<file path="src/bufctl_consts.svh">
// Offsets, field positions, reset values and sizes for the buffer status block
`ifndef BUFCTL_CONSTS_SVH
`define BUFCTL_CONSTS_SVH
`define NUM_BUF          32
`define NUM_CTRL_REGS    16
`define OFF_FULL_LO      8'h00
`define OFF_FULL_HI      8'h04
`define OFF_OVF_LO       8'h08
`define OFF_OVF_HI       8'h0C
`define OFF_IRQ_STATUS   8'h10
`define OFF_IRQ_ENABLE   8'h14
`define OFF_IRQ_CLEAR    8'h18
`define OFF_CTRL_BASE    8'h40
`define CTRL_DIR_BIT     7
`define CTRL_ABT_BIT     6
`define CTRL_LARB_BIT    5
`define CTRL_ERR_BIT     4
`define CTRL_REQ_BIT     3
`define CTRL_RTR_BIT     2
`define CTRL_SW_MASK     8'h8F
`define CTRL_RESET       8'h00
`define FLAGS_RESET      16'h0000
`define IRQ_RX_STORED    0
`define IRQ_OVERFLOW     1
`define IRQ_SENT         2
`define IRQ_SEND_FAIL    3
`define IRQ_BITS         4
`endif

</file>
<file path="src/bufctl_pkg.sv">
// Types for the buffer status block
package bufctl_pkg;
	typedef struct packed {
		logic       dir_tx;
		logic       aborted;
		logic       arb_lost;
		logic       send_err;
		logic       send_req;
		logic       rtr_en;
		logic [1:0] prio;
	} buf_ctrl_t;
	typedef struct packed {
		logic       valid;
		logic [4:0] index;
	} buf_event_t;
	typedef struct packed {
		logic       valid;
		logic [4:0] index;
		logic       ok;
		logic       aborted;
		logic       arb_lost;
		logic       bus_err;
	} tx_result_t;
	typedef enum logic [1:0] {ST_IDLE, ST_ANSWER} bus_state_t;
endpackage : bufctl_pkg

</file>
<file path="src/can_msg_buffer_status_ctrl.sv">
// Status and control registers for the 32 message buffers of a CAN controller
//
// The Avalon-MM slave port and the address map are this design's own decisions.
`timescale 1ns/100ps
`include "bufctl_consts.svh"
module can_msg_buffer_status_ctrl
	import bufctl_pkg::*;
(
	input  wire logic        sys_clk,
	input  wire logic        srst,
	input  wire logic [7:0]  avs_address,
	input  wire logic        avs_read,
	input  wire logic        avs_write,
	input  wire logic [31:0] avs_writedata,
	input  wire logic [3:0]  avs_byteenable,
	output logic [31:0]      avs_readdata,
	output logic             avs_waitrequest,
	input  wire buf_event_t  rx_store,
	output buf_event_t       tx_pick,
	input  wire tx_result_t  tx_done,
	output logic [31:0]      rx_eligible,
	output logic             irq
);

	buf_ctrl_t                ctrl_reg [`NUM_BUF];
	logic [`NUM_BUF-1:0]      full_reg;
	logic [`NUM_BUF-1:0]      ovf_reg;
	logic [`IRQ_BITS-1:0]     irq_status_reg;
	logic [`IRQ_BITS-1:0]     irq_enable_reg;
	bus_state_t               bus_state_reg;
	logic [31:0]              rdata_next;
	logic                     wr_go;
	logic [31:0]              wmask;
	logic [`NUM_BUF-1:0]      full_clr;
	logic [`NUM_BUF-1:0]      ovf_clr;
	logic [`NUM_BUF-1:0]      store_hit;
	logic [`NUM_BUF-1:0]      done_hit;
	logic [`IRQ_BITS-1:0]     irq_set;
	logic [`IRQ_BITS-1:0]     irq_clr;
	buf_event_t               pick_next;
	logic                     new_pick;
	logic                     sel_full_lo;
	logic                     sel_full_hi;
	logic                     sel_ovf_lo;
	logic                     sel_ovf_hi;
	logic                     sel_ctrl;
	logic                     sel_irq_en;
	logic                     sel_irq_clr;

	// Bytes enabled in a write
	function automatic logic [31:0] lane_mask(input logic [3:0] be);
		lane_mask = {{8{be[3]}}, {8{be[2]}}, {8{be[1]}}, {8{be[0]}}};
	endfunction : lane_mask

	// True when the address selects a given word
	function automatic logic hit(input logic [7:0] addr, input logic [7:0] off);
		hit = (addr == off);
	endfunction : hit

	// True when the address selects a control pair word
	function automatic logic ctrl_hit(input logic [7:0] addr);
		ctrl_hit = (addr[7:6] == 2'b01) && (addr[1:0] == 2'b00);
	endfunction : ctrl_hit

	// Avalon slave: one wait cycle, answer in the second cycle of a request
	always_ff @(posedge sys_clk) begin
		if (srst) begin
			bus_state_reg <= ST_IDLE;
		end else begin
			unique case (bus_state_reg)
				ST_IDLE: begin
					if (avs_read || avs_write) begin
						bus_state_reg <= ST_ANSWER;
					end
				end
				ST_ANSWER: begin
					bus_state_reg <= ST_IDLE;
				end
				default: begin
					bus_state_reg <= ST_IDLE;
				end
			endcase
		end
	end

	// Wait line: low only in the answer cycle of a request
	always_ff @(posedge sys_clk) begin
		if (srst) begin
			avs_waitrequest <= 1'b1;
		end else begin
			avs_waitrequest <= !(bus_state_reg == ST_IDLE && (avs_read || avs_write));
		end
	end

	assign wr_go           = avs_write && (bus_state_reg == ST_ANSWER);
	assign wmask           = lane_mask(avs_byteenable);

	// Register word selects
	assign sel_full_lo     = hit(avs_address, `OFF_FULL_LO);
	assign sel_full_hi     = hit(avs_address, `OFF_FULL_HI);
	assign sel_ovf_lo      = hit(avs_address, `OFF_OVF_LO);
	assign sel_ovf_hi      = hit(avs_address, `OFF_OVF_HI);
	assign sel_irq_en      = hit(avs_address, `OFF_IRQ_ENABLE);
	assign sel_irq_clr     = hit(avs_address, `OFF_IRQ_CLEAR);
	assign sel_ctrl        = ctrl_hit(avs_address);

	// Read data: full and overflow flags, interrupt registers, control pairs
	always_comb begin
		rdata_next = 32'h0000_0000;
		if (sel_full_lo) begin
			rdata_next[15:0] = full_reg[15:0];
		end else if (sel_full_hi) begin
			rdata_next[15:0] = full_reg[31:16];
		end else if (sel_ovf_lo) begin
			rdata_next[15:0] = ovf_reg[15:0];
		end else if (sel_ovf_hi) begin
			rdata_next[15:0] = ovf_reg[31:16];
		end else if (hit(avs_address, `OFF_IRQ_STATUS)) begin
			rdata_next[`IRQ_BITS-1:0] = irq_status_reg;
		end else if (sel_irq_en) begin
			rdata_next[`IRQ_BITS-1:0] = irq_enable_reg;
		end else if (sel_ctrl) begin
			rdata_next[15:0] = {ctrl_reg[{avs_address[5:2], 1'b1}],
				ctrl_reg[{avs_address[5:2], 1'b0}]};
		end
	end

	// Read data register; zero for unmapped words, holds its last value on writes
	logic [31:0] rdata_reg;
	always_ff @(posedge sys_clk) begin
		if (srst) begin
			rdata_reg <= 32'h0000_0000;
		end else if (avs_read && bus_state_reg == ST_IDLE) begin
			rdata_reg <= rdata_next;
		end
	end
	assign avs_readdata = rdata_reg;

	// Software clears: writing one to a flag bit clears it, zero leaves it
	always_comb begin
		full_clr = '0;
		ovf_clr  = '0;
		if (wr_go && sel_full_lo) begin
			full_clr[15:0] = avs_writedata[15:0] & wmask[15:0];
		end
		if (wr_go && sel_full_hi) begin
			full_clr[31:16] = avs_writedata[15:0] & wmask[15:0];
		end
		if (wr_go && sel_ovf_lo) begin
			ovf_clr[15:0] = avs_writedata[15:0] & wmask[15:0];
		end
		if (wr_go && sel_ovf_hi) begin
			ovf_clr[31:16] = avs_writedata[15:0] & wmask[15:0];
		end
	end

	// Per-buffer decode of incoming store and send result
	genvar g;
	generate
		for (g = 0; g < `NUM_BUF; g++) begin : g_buf
			assign store_hit[g] = rx_store.valid && rx_store.index == 5'(g)
				&& !ctrl_reg[g].dir_tx;
			assign done_hit[g]  = tx_done.valid && tx_done.index == 5'(g)
				&& ctrl_reg[g].dir_tx;
			always_ff @(posedge sys_clk) begin
				if (srst) begin
					rx_eligible[g] <= 1'b1;
				end else begin
					rx_eligible[g] <= !ctrl_reg[g].dir_tx;
				end
			end
		end
	endgenerate

	// Full flags: set wins over a clear in the same cycle
	always_ff @(posedge sys_clk) begin
		if (srst) begin
			full_reg <= {`FLAGS_RESET, `FLAGS_RESET};
		end else begin
			full_reg <= (full_reg & ~full_clr) | store_hit;
		end
	end

	// Overflow flags: store directed at a buffer already full
	always_ff @(posedge sys_clk) begin
		if (srst) begin
			ovf_reg <= {`FLAGS_RESET, `FLAGS_RESET};
		end else begin
			ovf_reg <= (ovf_reg & ~ovf_clr) | (store_hit & full_reg);
		end
	end

	// Control fields: software writes mode bits; hardware owns the status bits
	always_ff @(posedge sys_clk) begin
		if (srst) begin
			for (int i = 0; i < `NUM_BUF; i++) begin
				ctrl_reg[i] <= `CTRL_RESET;
			end
		end else begin
			for (int i = 0; i < `NUM_BUF; i++) begin
				if (wr_go && sel_ctrl && avs_address[5:2] == 4'(i >> 1)
					&& avs_byteenable[i % 2]) begin
					ctrl_reg[i] <= (ctrl_reg[i] & ~`CTRL_SW_MASK)
						| (avs_writedata[(i % 2) * 8 +: 8] & `CTRL_SW_MASK);
				end
				if (new_pick && pick_next.index == 5'(i)) begin
					ctrl_reg[i].aborted  <= 1'b0;
					ctrl_reg[i].arb_lost <= 1'b0;
					ctrl_reg[i].send_err <= 1'b0;
				end
				if (done_hit[i]) begin
					ctrl_reg[i].aborted  <= tx_done.aborted;
					ctrl_reg[i].arb_lost <= tx_done.arb_lost;
					ctrl_reg[i].send_err <= tx_done.bus_err;
					if (tx_done.ok || tx_done.aborted) begin
						ctrl_reg[i].send_req <= 1'b0;
					end
				end
			end
		end
	end

	// Pick highest priority pending transmit buffer; lower index breaks ties
	always_comb begin
		logic [1:0] best;
		best      = 2'b00;
		pick_next = '0;
		for (int i = 0; i < `NUM_BUF; i++) begin
			if (ctrl_reg[i].dir_tx && ctrl_reg[i].send_req
				&& (!pick_next.valid || ctrl_reg[i].prio > best)) begin
				pick_next.valid = 1'b1;
				pick_next.index = 5'(i);
				best            = ctrl_reg[i].prio;
			end
		end
	end

	always_ff @(posedge sys_clk) begin
		if (srst) begin
			tx_pick <= '0;
		end else begin
			tx_pick <= pick_next;
		end
	end

	// A buffer newly chosen; outcome bits then hold through retries
	assign new_pick = pick_next.valid && !(tx_pick.valid && tx_pick.index == pick_next.index);

	// Interrupt events, sticky status, enable and write-one clear
	assign irq_set[`IRQ_RX_STORED] = |store_hit;
	assign irq_set[`IRQ_OVERFLOW]  = |(store_hit & full_reg);
	assign irq_set[`IRQ_SENT]      = |done_hit && tx_done.ok;
	assign irq_set[`IRQ_SEND_FAIL] = |done_hit && !tx_done.ok;
	assign irq_clr = (wr_go && sel_irq_clr)
		? avs_writedata[`IRQ_BITS-1:0] & wmask[`IRQ_BITS-1:0] : '0;

	// Sticky status bits: an event wins over a clear in the same cycle
	generate
		for (g = 0; g < `IRQ_BITS; g++) begin : g_irq
			always_ff @(posedge sys_clk) begin
				if (srst) begin
					irq_status_reg[g] <= 1'b0;
				end else if (irq_set[g]) begin
					irq_status_reg[g] <= 1'b1;
				end else if (irq_clr[g]) begin
					irq_status_reg[g] <= 1'b0;
				end
			end
		end
	endgenerate

	// Enable register, byte lanes honoured
	always_ff @(posedge sys_clk) begin
		if (srst) begin
			irq_enable_reg <= '0;
		end else if (wr_go && sel_irq_en) begin
			irq_enable_reg <= (avs_writedata[`IRQ_BITS-1:0] & wmask[`IRQ_BITS-1:0])
				| (irq_enable_reg & ~wmask[`IRQ_BITS-1:0]);
		end
	end

	// Level interrupt from the status as it stands after this edge
	always_ff @(posedge sys_clk) begin
		if (srst) begin
			irq <= 1'b0;
		end else begin
			irq <= |(((irq_status_reg & ~irq_clr) | irq_set) & irq_enable_reg);
		end
	end

	// Buffer words themselves sit in DMA RAM outside this block

endmodule : can_msg_buffer_status_ctrl

</file>
<file path="config.mk">
export PLATFORM = sky130hd
export DESIGN_NAME = can_msg_buffer_status_ctrl
export DESIGN_NICKNAME = d
export VERILOG_FILES = /design/src/bufctl_pkg.sv /design/src/can_msg_buffer_status_ctrl.sv
export VERILOG_INCLUDE_DIRS = /design/src
export SDC_FILE = /design/constraint.sdc
export NUM_CORES = 1
export LEC_CHECK = 0
export BUFFER_PORTS_ARGS = -buffer_cell sky130_fd_sc_hd__buf_2
export CORE_MARGIN = 4
export CORE_UTILIZATION = 45
export CTS_CLUSTER_DIAMETER = 200
export DETAILED_ROUTE_END_ITERATION = 10
export GPL_TIMING_DRIVEN = 0
export PLACE_DENSITY = 0.72
export SETUP_SLACK_MARGIN = 0.4
export SLEW_MARGIN = 20
export SYNTH_ARGS = -nofsm -noshare
export SYNTH_HDL_FRONTEND = slang
export SYNTH_SLANG_ARGS = --single-unit
</file>
<file path="constraint.sdc">
create_clock -name sys_clk -period 110.5 [get_ports sys_clk]
set_clock_uncertainty 0.1 [all_clocks]
set_input_delay 22.1 -clock sys_clk [delete_from_list [all_inputs] [get_ports sys_clk]]
set_output_delay 22.1 -clock sys_clk [all_outputs]
set_load 0.02 [all_outputs]
</file>
Word-level counts from Yosys, hierarchy flattened. Memory sizes are Yosys's and may differ from the RTL's. Cells that the tools add are included.

Memories: 1. Input bits: 64. RAM bits: 256. Output and inout port bits: 72. Register bits after elaboration: 129.

Memories: ctrl_reg (words 32, width 8, read ports 34, clocked after memory_dff 0, write ports 32, RTL line can_msg_buffer_status_ctrl.sv:25) `` buf_ctrl_t ctrl_reg [`NUM_BUF]; ``.

Muxes and demuxes: 728. Magnitude comparators: 31. Reduce and logical (&&, ||, !) cells: 401. Eq/ne operators: 116. Bitwise operators: 305.

Operators with widths (count): 1-bit two-way mux (619); 1-bit logical AND (286); 8-bit two-way mux (32); 1-bit bitwise OR (256); 7-bit by 8-bit bitwise OR with 8-bit output (32); 5-bit equality test, second input constant (48); 6-bit two-way mux (32); 16-bit two-way mux (9); 5-bit by 4-bit equality test with 1-bit output, second input constant (24); 32-bit bitwise AND (3); 32-bit OR reduction (3); 1-bit zero test (66); 32-bit inverter (2); 32-bit bitwise OR (2); 2-bit > comparator (31); 2-bit two-way mux (31); 5-bit by 3-bit equality test with 1-bit output, second input constant (12); 1-bit logical OR (33); 4-bit equality test, second input constant (8); 5-bit by 2-bit equality test with 1-bit output, second input constant (6); 8-bit by 5-bit equality test with 1-bit output, second input constant (3); 12-bit two-way mux (2); 16-bit bitwise AND (1); 4-bit bitwise AND (4); other kinds (19) (36).

Logic depth before layout (Yosys ltp). An unclocked memory read counts as a cell.

Depth in word-level cells: 137. Mapped depth: 230.

Least setup slack after synthesis. No wires, ideal clock.

Kind: reg-to-reg. Start point: mem ctrl_reg[0][7] (netlist bit). End point: mem ctrl_reg[23][4] (netlist bit), enable pin. Setup time: 0.276 ns. Setup slack: 69.663 ns. Cell stages (with the launch flop): 217. Data arrival time: 40.460 ns. Required time: 110.124 ns. Cells stage by stage: edfxtp_1 -> and2_1 -> nand2_1 -> ha_1 -> nor2b_1 -> o2111a_1 -> o21ai_0 -> and2_1 -> ha_1 -> nor2b_1 -> o2111ai_1 -> and2_1 -> a31oi_1 -> ha_1 -> a21o_1 -> o21ai_1 -> a311o_1 -> a21boi_0 -> (+181 left out) -> nand2_1 -> o21ai_0 -> a21oi_4 -> mux2_2 -> ha_1 -> nor2b_1 -> o21ai_0 -> a21oi_1 -> nor2_1 -> clkbuf_1 -> nand4_1 -> o32a_1 -> a221o_1 -> or3_1 -> buf_2 -> buf_6 -> and3_1 -> nand3b_1.

RTL lines (RTL line): start: declaration (can_msg_buffer_status_ctrl.sv:25).

==> run summary <==
Cells with a size suffix above 1 make up 12.8% of the layout. The x dimension of the die came out at 234 um. The type of the most critical hold path is reg -> reg.

IR analysis of the VDD net gives a maximum drop of 9.13 uV. The arrival time of the worst setup path came out at 49.32 ns. The core region is 50300 um2. The top fanout value on the critical path came out at 10. The sort of element at the end of the critical path is a flop. The half-perimeter wire length after detailed placement is 77500 um.

The achievable frequency is 0.0204 GHz. In this run the vertical extent of the chip is 234 um. The register area share after synthesis is 44.7%. The clock tree synthesis step divided the H-tree into 2 levels. TritonCTS built the clock tree. The clock latency at the later pin of the worst-skew pair is 0.59 ns. The areal power density over the cells came out at 16.3 nW/um2.

The DRC violation total after the first TritonRoute iteration came out at 3959. The final sum of negative setup slack is 0 ns. The total wire length after detailed routing came out at 99100 um.

The number of max-slew violations in the final report came out at 0. The TritonCTS sink count is 385. The initial antenna violation count came out at 0.

The share of total power in the clock network is 34.9%. The worst pin sits at a relative slew slack of 17.1%. The cell that appears most often on the critical path is ha_1. The via density per instance is 6.97.

The number of cells produced by synthesis came out at 2373. The total of endpoints with negative setup slack in the final report came out at 0. 136 I/O pins were placed. The transition time at the pin with the least slew margin came out at 1.24 ns. The internal power summed over all cells came out at 280 uW. The global route total overflow came out at 0. The die area came out at 54700 um2.

The average detailed-routed wire length per instance came out at 30.6 um. The number of maximum-capacitance constraint violations came out at 0. The worst setup path is of the reg -> reg kind. The most used flip-flop cell after synthesis is edfxtp_1. The number of DRC violations after detailed routing came out at 0. Setup repair after global routing left no endpoint under its margin. Summed over all nets, the switching power comes to 138 uW. The share of the clock period used by the worst path after layout is 44.4%.

The switching part of the total is 33.0%. The number of placed instances, taps included is 3155. The first global-routing pass estimated 140000 um of wire. The library cells used most frequently in the layout, excluding fill and tap cells, are edfxtp_1 (256), nand2_1 (255), nor2_1 (245), nand3_1 (152), a21oi_1 (146). In this run, distinct cell masters in the synthesized netlist total 104.

The count of synthesis-stage warnings from yosys is 0. Post-CTS timing repair inserted 0 buffers for setup. The minimum hold slack came out at 0.379 ns.

The number of enable-type register cells in the synthesized netlist is 256. No sink is reached through more buffers than the 3 on the longest clock path. In this design, the stage delay of the slowest critical-path cell is 0.76 ns. The relative contribution of combinational cells to total power is 24.0%. The number of standard-cell rows in the floorplan came out at 82. Summed over all instances, the cell type with the most area after synthesis is edfxtp_1. For this configuration, the core starts out at a cell density of 45.7%. The number of flip-flops and latches in the synthesized netlist came out at 385. The count of hold-fix buffers inserted at cts is 0. The final route contains 22500 vias. The count of cells in the finished layout, fillers not included, comes to 3235.

The run finished with clean final reports. Each instance of the synthesized netlist takes up on average 9.67 um2. Clock-pin slew was measured on the worst setup and hold paths at 0.06 ns. STA classifies the critical path startpoint as a flop. The slowest stage of the critical path is the o22ai_1 cell. By area the synthesized netlist is led by edfxtp_1 (33%), dfxtp_1 (11%), mux4_2 (9.0%), nand2_1 (4.2%), nor2_1 (4.0%). The final net count came out at 2629. The via count of the first global-routing pass came out at 20300. In this run the biggest area consumer among cell types represents 33.5% of the synthesized area.

The remaining antenna violation count is 0. CTS placed an instance of clkbuf_16 at the clock tree root. The library cell used most frequently in the layout, excluding fill and tap cells, is edfxtp_1. The number of flip-flops in the largest register is 256.

For this design the static power due to leakage is 0.00940 uW. The number of hold violations in the final report is 0. The minimum period implied by the final worst setup slack came out at 49.11 ns.

The area added between synthesis and finish is 12.1%. Sequential cells account for 41.2% of the total power. The number of buffers created by CTS came out at 43. The post-cts gate resize count came out at 0. After synthesis, the share of flip-flops with an asynchronous set or reset is 0%. The first detailed-routing pass ran for 7 iterations. In the global route stage, overall resource usage came out at 35.1%.

The largest net degree at the start of global routing is 14. The area of the mapped netlist came out at 23000 um2. The power consumption is 418 uW. Data on the critical path is required at its endpoint by 110.71 ns.

The routability congestion estimate from global placement came out at 1.08. Buffers placed on the I/O ports in this run total 95.
==> per-layer routing <==
metal  GRT usage (%)  vias up  share of wire [%]
li1                -     9379                  -
met1            48.2    10900                 38
met2            51.5     1965                 42
met3            11.0      314                 15
met4            15.2        0                5.4
met5               0        -                  0
==> power by group through the flow <==
stage / clock, uW / sequential, uW / combinational (uW)
4_1_cts: 145 / 172 / 96.4
3_5_place_dp: 0 / 174 / 96.0
6_report: 146 / 172 / 100
2_1_floorplan: 0 / 172 / 62.1
3_3_place_gp: 0 / 174 / 94.4
5_1_grt: 151 / 172 / 106
==> cell families (layout without fill, tap and decap cells) <==
group / count (synthesis) / count (layout) / share of synthesized area, %
AO/OA/AOI/OAI: 609 / 609 / 18.1
XOR/XNOR: 1 / 1 / 0.0382
adder cells (fa/ha/maj): 40 / 40 / 2.15
buffers and inverters: 257 / 431 / 4.61
flip-flops: 385 / 385 / 44.7
multiplexers: 116 / 116 / 10.1
other: 1 / 17 / 0.0163
AND/OR/NAND/NOR: 964 / 964 / 20.3
==> synthesized netlist by cell type, types with 27 or more instances <==
cell type  instances
nor2_1           245
or3_1             31
and3_1            46
edfxtp_1         256
dfxtp_1          129
mux4_2            92
nand3_1          152
ha_1              37
a211oi_1          27
nor3_1            63
a21oi_1          146
nand4_1           27
a32o_1            32
o21ai_0          134
and2_1            32
a31oi_1           31
clkbuf_1         110
o22ai_1           37
nand2_1          255
inv_1            103
==> worst max-delay path: cells and delay by family, from the launching register on <==
| family | cells | cell delay (ns) |
|---|---|---|
| AO/OA/AOI/OAI | 95 | 22.89 |
| AND/OR/NAND/NOR | 75 | 12.35 |
| adder cells (fa/ha/maj) | 33 | 9.17 |
| multiplexers | 7 | 2.74 |
| buffers and inverters | 4 | 0.87 |
| flip-flops | 1 | 0.69 |
==> final timing paths <==
path,startpoint,endpoint,slack [ns],depth (start not counted)
worst max-delay path,ctrl_reg[0][7]$_SDFFCE_PN0P_,ctrl_reg[6][5]$_SDFFCE_PN0P_,61.39,214
worst min-delay path,ovf_reg[27]$_SDFF_PP0_,ovf_reg[27]$_SDFF_PP0_,0.38,2
worst max register to register,ctrl_reg[0][7]$_SDFFCE_PN0P_,ctrl_reg[6][5]$_SDFFCE_PN0P_,61.39,214
worst min register to register,ovf_reg[27]$_SDFF_PP0_,ovf_reg[27]$_SDFF_PP0_,0.38,2
==> area by class of cell <==
type	instances	area (um2)
diodes	1	2.50
well taps	672	841
clock inverters	21	215
multi-input cells	1746	11700
plain buffers	150	661
flip-flops and latches	385	10300
clock buffers	58	1170
inverters	107	402
repair buffers	95	475
fillers	4611	24500
==> per-stage QoR <==
step	cell area, um2	worst slack [ns]	utilization (%)
finish	25700	61.39	51.2
CTS	25700	62.41	51.2
floorplan	23000	69.66	-
global placement	24300	63.56	48.4
global route	25700	57.53	51.2
detailed placement	24300	62.60	48.4
(Power assumes the default switching activity.)
